**config.mk**
```make
export PLATFORM = sky130hd
export DESIGN_NAME = fdcu_top
export DESIGN_NICKNAME = d
export VERILOG_FILES = /design/src/hdl/fdcu_pkg.sv /design/src/hdl/fdcu_top.sv /design/src/hdl/fdcu_mant_div.sv
export SDC_FILE = /design/constraint.sdc
export NUM_CORES = 1
export LEC_CHECK = 0
export ABC_CLOCK_PERIOD_IN_PS = 5800
export BUFFER_PORTS_ARGS = -buffer_cell sky130_fd_sc_hd__buf_2
export CORE_ASPECT_RATIO = 1.25
export CORE_UTILIZATION = 59
export CTS_CLUSTER_DIAMETER = 150
export DETAILED_ROUTE_END_ITERATION = 16
export MAX_ROUTING_LAYER = met4
export PLACE_DENSITY = 0.81
export SLEW_MARGIN = 20
export SYNTH_ARGS = -nofsm -noshare
export SYNTH_HDL_FRONTEND = slang
export SYNTH_SLANG_ARGS = --single-unit
```
**constraint.sdc**
```tcl
create_clock -name mclk_i -period 5.8 [get_ports mclk_i]
set_input_delay 1.16 -clock mclk_i [delete_from_list [all_inputs] [get_ports mclk_i]]
set_output_delay 1.16 -clock mclk_i [all_outputs]
set_load 0.02 [all_outputs]
```
**src/hdl/fdcu_pkg.sv**
```systemverilog
// constants shared by the float divide / compare unit
package fdcu_pkg;
   // ****************************************************
   // operand layout
   // ****************************************************
   localparam int HALF_W = 16;
   localparam int FLT_W = 32;
   localparam int SIGN_POS = 31;
   localparam int EXP_HI = 30;
   localparam int EXP_LO = 23;
   localparam int MANT_W = 24;
   localparam int QUO_W = 26;
   // ****************************************************
   // values
   // ****************************************************
   // largest finite single, about 3.40282e38
   localparam logic [30:0] FLT_MAX_MAG = 31'h7f7fffff;
   localparam logic [30:0] FLT_ZERO_MAG = 31'h00000000;
   localparam logic [31:0] RES_RST = 32'h00000000;
   localparam logic signed [9:0] EXP_BIAS = 10'sh07f;
   localparam logic signed [9:0] EXP_MAX = 10'sh0fe;
   localparam logic signed [9:0] EXP_MIN = 10'sh001;
   localparam logic [7:0] EXP_ZERO = 8'h00;
endpackage

```
**src/hdl/fdcu_top.sv**
```systemverilog
// float divide and greater-than compare unit
`timescale 1ns/10ps
module fdcu_top (
   // clock and reset
   input wire logic mclk_i,
   input wire logic sys_rst_i,
   input wire logic clk_en_i,
   // request
   input wire logic start_i,
   input wire logic op_cmp_i,
   input wire logic exec_i,
   input wire logic [15:0] a_lo_i,
   input wire logic [15:0] a_hi_i,
   input wire logic [15:0] b_lo_i,
   input wire logic [15:0] b_hi_i,
   input wire logic err_clr_i,
   // answer
   output logic busy_o,
   output logic done_o,
   output logic [15:0] quo_lo_o,
   output logic [15:0] quo_hi_o,
   output logic ovf_o,
   output logic div_err_o,
   output logic gt_o
);
   typedef enum logic [0:0] {ST_IDLE, ST_DIV} fdcu_state_t;

   // ****************************************************
   // helpers
   // ****************************************************
   // denormals count as zero; operands are kept finite by the caller
   function automatic logic fdcu_is_zero(input logic [31:0] f);
      return f[fdcu_pkg::EXP_HI:fdcu_pkg::EXP_LO] == fdcu_pkg::EXP_ZERO;
   endfunction

   function automatic logic fdcu_gt(input logic [31:0] a,
                                    input logic [31:0] b);
      logic az;
      logic bz;
      az = fdcu_is_zero(a);
      bz = fdcu_is_zero(b);
      if (az && bz)
         return 1'b0;
      else if (az)
         return b[fdcu_pkg::SIGN_POS];
      else if (bz)
         return !a[fdcu_pkg::SIGN_POS];
      else if (a[fdcu_pkg::SIGN_POS] != b[fdcu_pkg::SIGN_POS])
         return !a[fdcu_pkg::SIGN_POS];
      else if (!a[fdcu_pkg::SIGN_POS])
         return a[30:0] > b[30:0];
      else
         return a[30:0] < b[30:0];
   endfunction

   function automatic logic [31:0] fdcu_limit(input logic s);
      return {s, fdcu_pkg::FLT_MAX_MAG};
   endfunction

   // ****************************************************
   // state
   // ****************************************************
   fdcu_state_t st_q, st_d;
   logic [31:0] res_q, res_d;
   logic ovf_q, ovf_d;
   logic err_q, err_d;
   logic gt_q, gt_d;
   logic done_q, done_d;
   logic sgn_q, sgn_d;
   logic signed [9:0] exp_q, exp_d;
   logic signed [9:0] exp_n;
   logic div_go;
   logic div_done;
   logic [25:0] div_quo;
   logic [31:0] a_w, b_w;

   assign a_w = {a_hi_i, a_lo_i};
   assign b_w = {b_hi_i, b_lo_i};

   fdcu_mant_div #(
      .MW(fdcu_pkg::MANT_W),
      .QW(fdcu_pkg::QUO_W)
   ) u_div (
      .mclk_i(mclk_i),
      .sys_rst_i(sys_rst_i),
      .clk_en_i(clk_en_i),
      .start_i(div_go),
      .dividend_i({1'b1, a_w[22:0]}),
      .divisor_i({1'b1, b_w[22:0]}),
      .done_o(div_done),
      .quot_o(div_quo)
   );

   // ****************************************************
   // next state
   // ****************************************************
   always_comb begin
      st_d = st_q;
      res_d = res_q;
      ovf_d = ovf_q;
      gt_d = gt_q;
      sgn_d = sgn_q;
      exp_d = exp_q;
      done_d = 1'b0;
      div_go = 1'b0;
      exp_n = exp_q - (div_quo[25] ? 10'sd0 : 10'sd1);
      // a new error in the same cycle beats the clear
      err_d = err_clr_i ? 1'b0 : err_q;
      unique case (st_q)
         ST_IDLE: begin
            if (start_i) begin
               if (op_cmp_i) begin
                  // sources are only read, never written
                  gt_d = exec_i && fdcu_gt(a_w, b_w);
                  done_d = 1'b1;
               end else if (!exec_i) begin
                  ovf_d = 1'b0;
                  done_d = 1'b1;
               end else if (fdcu_is_zero(b_w)) begin
                  res_d = fdcu_limit(a_w[31] ^ b_w[31]);
                  ovf_d = 1'b1;
                  err_d = 1'b1;
                  done_d = 1'b1;
               end else if (fdcu_is_zero(a_w)) begin
                  res_d = {a_w[31] ^ b_w[31], fdcu_pkg::FLT_ZERO_MAG};
                  ovf_d = 1'b0;
                  done_d = 1'b1;
               end else begin
                  div_go = 1'b1;
                  sgn_d = a_w[31] ^ b_w[31];
                  exp_d = $signed({2'b00, a_w[30:23]})
                        - $signed({2'b00, b_w[30:23]})
                        + fdcu_pkg::EXP_BIAS;
                  st_d = ST_DIV;
               end
            end
         end
         ST_DIV: begin
            if (div_done) begin
               st_d = ST_IDLE;
               done_d = 1'b1;
               if (exp_n > fdcu_pkg::EXP_MAX) begin
                  res_d = fdcu_limit(sgn_q);
                  ovf_d = 1'b1;
               end else if (exp_n < fdcu_pkg::EXP_MIN) begin
                  // underflow flushes to signed zero
                  res_d = {sgn_q, fdcu_pkg::FLT_ZERO_MAG};
                  ovf_d = 1'b0;
               end else begin
                  // truncating: cheaper than rounding, off by one ulp at most
                  res_d = {sgn_q, exp_n[7:0],
                     div_quo[25] ? div_quo[24:2] : div_quo[23:1]};
                  ovf_d = 1'b0;
               end
            end
         end
      endcase
   end

   // ****************************************************
   // registers
   // ****************************************************
   always_ff @(posedge mclk_i or posedge sys_rst_i) begin
      if (sys_rst_i) begin
         st_q <= ST_IDLE;
         res_q <= fdcu_pkg::RES_RST;
         ovf_q <= 1'b0;
         err_q <= 1'b0;
         gt_q <= 1'b0;
         done_q <= 1'b0;
         sgn_q <= 1'b0;
         exp_q <= '0;
      end else if (clk_en_i) begin
         st_q <= st_d;
         res_q <= res_d;
         ovf_q <= ovf_d;
         err_q <= err_d;
         gt_q <= gt_d;
         done_q <= done_d;
         sgn_q <= sgn_d;
         exp_q <= exp_d;
      end
   end

   assign busy_o = st_q != ST_IDLE;
   assign done_o = done_q;
   assign quo_lo_o = res_q[15:0];
   assign quo_hi_o = res_q[31:16];
   assign ovf_o = ovf_q;
   assign div_err_o = err_q;
   assign gt_o = gt_q;

   // ****************************************************
   // checks
   // ****************************************************
   // ordering key on a two's complement line, kept apart from fdcu_gt
   function automatic logic signed [32:0] fdcu_key(input logic [31:0] f);
      logic signed [32:0] m;
      m = {2'b00, f[fdcu_pkg::EXP_HI:0]};
      if (f[fdcu_pkg::EXP_HI:fdcu_pkg::EXP_LO] == fdcu_pkg::EXP_ZERO)
         m = '0;
      return f[fdcu_pkg::SIGN_POS] ? -m : m;
   endfunction

   AST_DIV_FINISHES: assert property (
      @(posedge mclk_i) disable iff (sys_rst_i || !clk_en_i)
      (start_i && !busy_o && !op_cmp_i && exec_i
         && !fdcu_is_zero(a_w) && !fdcu_is_zero(b_w))
      |=> busy_o ##[26:30] done_o && !busy_o)
      else $error("divide did not finish in time");

   AST_OVF_LIMIT: assert property (
      @(posedge mclk_i) disable iff (sys_rst_i || !clk_en_i)
      $rose(done_o) && ovf_o && !$past(op_cmp_i, 2)
      |-> {quo_hi_o[14:0], quo_lo_o} == fdcu_pkg::FLT_MAX_MAG)
      else $error("overflow without limit value");

   AST_ZERO_DIVISOR: assert property (
      @(posedge mclk_i) disable iff (sys_rst_i || !clk_en_i)
      (start_i && !busy_o && !op_cmp_i && exec_i && fdcu_is_zero(b_w))
      |=> done_o && ovf_o && div_err_o
         && {quo_hi_o[14:0], quo_lo_o} == fdcu_pkg::FLT_MAX_MAG)
      else $error("zero divisor not handled");

   AST_NO_EXEC_DIV: assert property (
      @(posedge mclk_i) disable iff (sys_rst_i || !clk_en_i)
      (start_i && !busy_o && !op_cmp_i && !exec_i)
      |=> done_o && !ovf_o && $stable({quo_hi_o, quo_lo_o}))
      else $error("idle divide changed state");

   AST_GT_VALUE: assert property (
      @(posedge mclk_i) disable iff (sys_rst_i || !clk_en_i)
      (start_i && !busy_o && op_cmp_i && exec_i)
      |=> done_o
         && gt_o == (fdcu_key($past(a_w)) > fdcu_key($past(b_w))))
      else $error("compare result wrong");

   AST_CMP_NO_WRITE: assert property (
      @(posedge mclk_i) disable iff (sys_rst_i || !clk_en_i)
      (start_i && !busy_o && op_cmp_i)
      |=> $stable({quo_hi_o, quo_lo_o}) && $stable(ovf_o))
      else $error("compare wrote divide outputs");

   AST_CMP_OFF: assert property (
      @(posedge mclk_i) disable iff (sys_rst_i || !clk_en_i)
      (start_i && !busy_o && op_cmp_i && !exec_i) |=> !gt_o)
      else $error("compare output not forced off");

   AST_HALVES_ONE: assert property (
      @(posedge mclk_i) disable iff (sys_rst_i || !clk_en_i)
      (start_i && !busy_o && !op_cmp_i && exec_i && a_w == b_w
         && !fdcu_is_zero(a_w))
      |-> ##[27:31] done_o && quo_hi_o == 16'h3f80 && quo_lo_o == 16'h0000)
      else $error("x divided by x is not one");
endmodule

```
**src/hdl/fdcu_mant_div.sv**
```systemverilog
// restoring mantissa divider, one quotient bit per cycle
`timescale 1ns/10ps
module fdcu_mant_div #(
   parameter int MW = 24,
   parameter int QW = 26
) (
   // clock and reset
   input wire logic mclk_i,
   input wire logic sys_rst_i,
   input wire logic clk_en_i,
   // request
   input wire logic start_i,
   input wire logic [MW-1:0] dividend_i,
   input wire logic [MW-1:0] divisor_i,
   // answer
   output logic done_o,
   output logic [QW-1:0] quot_o
);
   localparam int CW = $clog2(QW + 1);

   logic [MW:0] rem_q, rem_d;
   logic [MW-1:0] dvs_q, dvs_d;
   logic [QW-1:0] quo_q, quo_d;
   logic [CW-1:0] cnt_q, cnt_d;
   logic run_q, run_d;
   logic done_q, done_d;
   logic ge;
   logic [MW:0] diff;

   // ****************************************************
   // next state
   // ****************************************************
   always_comb begin
      rem_d = rem_q;
      dvs_d = dvs_q;
      quo_d = quo_q;
      cnt_d = cnt_q;
      run_d = run_q;
      done_d = 1'b0;
      ge = rem_q >= {1'b0, dvs_q};
      diff = ge ? rem_q - {1'b0, dvs_q} : rem_q;
      if (start_i) begin
         rem_d = {1'b0, dividend_i};
         dvs_d = divisor_i;
         quo_d = '0;
         cnt_d = CW'(QW);
         run_d = 1'b1;
      end else if (run_q) begin
         // remainder stays below twice the divisor, so one spare bit is enough
         quo_d = {quo_q[QW-2:0], ge};
         rem_d = {diff[MW-1:0], 1'b0};
         cnt_d = cnt_q - CW'(1);
         if (cnt_q == CW'(1)) begin
            run_d = 1'b0;
            done_d = 1'b1;
         end
      end
   end

   // ****************************************************
   // registers
   // ****************************************************
   always_ff @(posedge mclk_i or posedge sys_rst_i) begin
      if (sys_rst_i) begin
         rem_q <= '0;
         dvs_q <= '0;
         quo_q <= '0;
         cnt_q <= '0;
         run_q <= 1'b0;
         done_q <= 1'b0;
      end else if (clk_en_i) begin
         rem_q <= rem_d;
         dvs_q <= dvs_d;
         quo_q <= quo_d;
         cnt_q <= cnt_d;
         run_q <= run_d;
         done_q <= done_d;
      end
   end

   assign done_o = done_q;
   assign quot_o = quo_q;
endmodule

```
# Yosys cells after proc, flatten, opt, wreduce, memory -nomap -nowiden
# Cells that the tools add are included.
[classes] add_sub_neg=5 multipliers=0 div=0 magnitude_cmp=5 n_eq_ne=8 shifts=0 mux=61 bitwise=5 n_reduce_logical=12
[ops] op="$mux 32" n=6
[ops] op="$pmux 32 s2" n=1
[ops] op="$mux 31" n=2
[ops] op="$mux 26" n=2
[ops] op="$mux 25" n=2
[ops] op="$mux 1" n=41
[ops] op="$gt 31x31->1" n=1
[ops] op="$lt 31x31->1" n=1
[ops] op="$ge 25x24->1" n=1
[ops] op="$mux 24" n=1
[ops] op="$sub 24x24->24" n=1
[ops] op="$mux 23" n=1
[ops] op="$logic_not 8->1" n=2
[ops] op="$add 9x8->10 const B" n=1
[ops] op="$gt 10x9->1 const B" n=1
[ops] op="$lt 10x2->1 const B" n=1
[ops] op="$mux 5" n=2
[ops] op="$sub 10x2->10" n=1
[ops] op="$sub 8x8->9" n=1
[ops] op="$reduce_and 7->1" n=1
[ops] op="$ne 2x2->1 const B" n=3
[ops] op="$pmux 1 s2" n=3
[ops] op="$reduce_and 6->1" n=1
[ops] op="$eq 5x1->1 const B" n=1
[ops] op="13 further kinds" n=18
[totals] regBits=130 latch_bits=0 mem_bits_rw=0 rom_bits=0 output_inout_bits=37 word_cells=110 n_memories=0

# Logic depth before layout (Yosys ltp)
[logic_depth] ltp_word=10 depth_mapped=15 depth_no_buf=13

# Modules after synthesis
# A second synthesis with hierarchy kept.
[hier_totals] cells_unflattened=957 area_unflattened_um2=8719.6
[by_module_without_submodules] mod="fdcu_mant_div" instances=1 cells_each=472 area_per_inst_um2=4634.4 seq_area_each_um2=2052.0
[by_module_without_submodules] mod="fdcu_top" instances=1 cells_each=485 area_per_inst_um2=4085.2 seq_area_each_um2=1201.2

# Worst setup path before layout
# OpenSTA, ideal clock, no wires.
[synth_path] path_type="input to register" start="input a_hi_i[7]" end="register exp_q[8]" setup_ps=83 t_arrival_ps=3140 required_time_ps=5717 setup_slack_ps=2578 cell_stages=13 n_path_buf=0 path_cell_list="inv_1 -> ha_1 -> inv_1 -> fa_1 -> nand2_1 -> nand2_1 -> a21oi_1 -> xnor2_1 -> or3_1 -> nor3_1 -> nor2_1 -> xor2_1 -> o21ai_0"
[synth_between] elab_chain_cells=3 elab_cells_between_ends=5 cone_classes="add/sub (2); bitwise (1); reduce/logical (2)"
[synth_rtl] element="from (decl)" line="fdcu_top.sv:13" source="input wire logic [15:0] a_hi_i,"
[synth_rtl] element="branches (longest 3 deep; another with $add 9x8->10)"
[synth_rtl] element="to (signal assigned)" line="fdcu_top.sv:181" source="exp_q <= exp_d;"
[synth_rtl] element="to (decl)" line="fdcu_top.sv:70" source="logic signed [9:0] exp_q, exp_d;"
# Parallel ways; which one is timed is not known.
# A chain may end at the register's enable or synchronous reset.

# Worst setup path after layout
[layout_path] start="input clk_en_i" end="register u_div.rem_q[24]"
[layout_between] elab_chain_cells=1
[layout_rtl] element="from (decl)" line="fdcu_top.sv:7" source="input wire logic clk_en_i,"
[layout_rtl] element="$reduce_and 2->1 (no source line)"
[layout_rtl] element="to (signal assigned)" line="fdcu_mant_div.sv:72" source="rem_q <= rem_d;"
[layout_rtl] element="to (decl)" line="fdcu_mant_div.sv:21" source="logic [MW:0] rem_q, rem_d;"
# No other way between the ends.

==> out/metrics.csv <==
metric;value;unit
outcome;finished, final reports clean;
leakage power;4.56;nW
Cells after Synth;883;
total number of vias;6842;
CP required;6140;ps
Die W;107;µm
Finished Core Util;70.2;%
main combinational cell family by area after synthesis;compound AO/OA/AOI/OAI gates;
Worst Hold Depth;2;
Worst Slack Setup Final;2360;ps
ANT cells;0;
Setup TNS;0;ps
RR Startpoint;u_div.rem_q[10]$_DFFE_PP0P_;
Final Critical Period;3440;ps
post_cts resized;0;
initial antenna violation count;0;
total die area;14400;µm²
core region area;13400;µm²
Final Skew;7.82;ps
DR pass1 iterations;4;
post-CTS setup buffer count;0;
die height;134;µm
fraction of layout cells with a size suffix above 1;17.7;%
most numerous cell in the Yosys netlist;dfrtp_1;
Post-Syn Nets;1017;
reg2reg end;u_div.rem_q[2]$_DFFE_PP0P_;
# setup viols final;0;
Worst Tran Pin Value;971;ps
Yosys reg bits;130;
sequential fraction of the synthesis area;39.7;%
Crit path depth;7;
Post-Route WL;18500;µm
CTS Hold Bufs;0;
area delta synth->final;14.9;%
worst slack at placement;1950;ps
initial core utilization;61.1;%
row cnt;47;
async set-reset flop share out of synthesis;100;%
Worst Path Buf+Inv;2;
Tcrit/Tclk final;59.4;%
worst r2r path cells;10;
syn avg cell area;9.28;µm²
Worst Hold Endpoint;u_div.dvs_q[23]$_DFFE_PP0P_;
CP Cell Sequence;buf_2 -> nand2_1 -> a31oi_2 -> buf_4 -> nand2_1 -> o2bb2a_1 -> o21ai_0;
Final nets;1110;
Worst-path clk slew;60;ps
crit end category;flop;
largest incremental delay on the critical path;980;ps
Final Hold Fails;0;
power per cell area;587;nW/µm²
RSZ-0062 raised after global routing;no;
Final Max Slew Viols;0;
post-synthesis mux area share;5.51;%
Slew HR;35.1;%
gr usage total;29.1;%
hold_sp;u_div.dvs_q[23]$_DFFE_PP0P_;
DRT iter0 DRCs;347;
grt ovf;0;
buffers added on ports;107;
Compound-Gate Fraction of Synth Area;22.3;%
fin area;9410;µm²
first-pass GRT wire length;31800;µm
Synth area leaders;dfrtp_1 (40%), ha_1 (9.3%), mux2i_1 (5.4%);
top cells by count, synth;dfrtp_1 (130), nand2_1 (80), inv_1 (73), nor2_1 (72), o21ai_0 (65);
critical path class;input port to flop;
Max-Cap Viols;0;
CTS tree;yes;
Sink Count;130;
fmax;290;MHz
vias per inst;5.90;
delay-heaviest family, CP;compound AO/OA/AOI/OAI gates;
Worst EP arrival;3790;ps
hold crit path type;flop to flop;
EDFF count, synth;0;
top cell type's share of synthesized area;39.7;%
reg-to-reg slack, setup;2480;ps
Root Buffer;clkbuf_16;
Adder-Cell Fraction of Synth Area;9.80;%
routed length per instance;15.9;µm
Synth Area in Simple Gates;12.4;%
maximum vdd drop;0.314;mV
area leader, netlist;dfrtp_1;
vias in the first global route;6640;
slowest CP cell;a31oi_2;
post-route ant nets;0;
clock buffer count from CTS;17;
Ports;108;
ys flop type;dfrtp_1;
Distinct cells, synth;69;
most used cell, CP;nand2_1;
Post-Synthesis Cell Area;8190;µm²
drc violations;0;
CP Max Fanout;25;
CP Launch Type;input port;
HPWL Detailed;13300;µm
Max clock buf depth;2;
Synth Area in XOR/XNOR;4.38;%
largest net degree at the start of global routing;80;
dpl cell area;8810;µm²
H-tree depth;4;
Clock Latency Late Sink;430;ps
Ys Warns;0;
placer congestion estimate;0.879;
-- cell families after synthesis --
logic type | count (synthesis)
compound gates | 267
simple gates | 224
flops | 130
buf+inv | 113
fa+ha+maj | 63
mux | 45
xor+xnor | 41
-- cell usage in the layout, fill, tap and decap left out, types with 7 or more instances in the layout --
cell	n
o22a_2	9
clkbuf_16	17
o21ai_0	65
buf_4	7
nor3_1	10
nor2_1	71
a21o_1	21
a22o_1	24
o22ai_1	17
a21oi_1	52
nand2_1	80
nand4_1	7
mux2i_1	44
inv_1	72
xnor2_1	23
o21a_1	8
ha_1	61
o22a_1	22
dfrtp_1	130
buf_2	107
xor2_1	18
nand3_1	13
nor4_1	7
-- flip-flops by register name (all words and copies together), names as in the netlist, 5 cells and up --
name	cells
u_div.rem_q	25
exp_q	10
u_div.dvs_q	24
res_q	32
u_div.quot_o	26
u_div.cnt_q	5
-- worst max-delay path by stage --
| stage | start | to | slack, ps |
|---|---|---|---|
| after global placement | b_hi_i[7] | u_div.rem_q[24]$_DFFE_PP0P_ | 1960 |
| final | clk_en_i | u_div.rem_q[24]$_DFFE_PP0P_ | 2360 |
| after floorplan | sys_rst_i | busy_o$_DFFE_PP0P_ | 1170 |
| after global routing | b_hi_i[7] | u_div.rem_q[23]$_DFFE_PP0P_ | 2150 |
| after detailed placement | clk_en_i | u_div.rem_q[24]$_DFFE_PP0P_ | 1950 |
| after CTS | clk_en_i | u_div.rem_q[24]$_DFFE_PP0P_ | 2400 |
-- metal layers --
layer	global-route usage, %	wire length (µm)	vias to the layer above
li1	-	-	3351
met1	33.6	7730	3263
met2	48.0	9170	173
met3	5.33	756	55
met4	15.2	829	0
met5	-	0	-
-- area by class of cell --
cell class	count	area, µm²
multi-input cells	640	4480
flip-flops and latches	130	3250
inverters	73	277
repair buffers	114	588
well taps	171	214
clock buffers	19	443
fillers	1049	4000
clock inverters	13	154
-- per-stage QoR --
step | hold slack [ps] | std cells | total power, mW
floorplan | 418 | 883 | 3.83
global placement | 437 | 1128 | 4.34
detailed placement | 440 | 1128 | 4.43
CTS | 455 | 1160 | 5.54
global route | 510 | 1160 | 5.97
finish | 457 | 1160 | 5.53
-- power breakdown --
group | total, mW | switching (mW) | internal, mW
sequential | 1.62 | 0.300 | 1.32
combinational | 2.83 | 1.58 | 1.25
clock | 1.08 | 0.427 | 0.651
total | 5.53 | 2.31 | 3.22
-- worst register-to-register path: stages (launching register included) --
cell     delay (ps)
dfrtp_1         400
ha_1            370
and2_1          200
nand3_1         140
nor3b_1         210
o31a_1          160
nor2_1           80
o31ai_2         310
a31o_2          790
mux2i_1         200
a221o_1         350
Power figures use the tool's default switching activity.
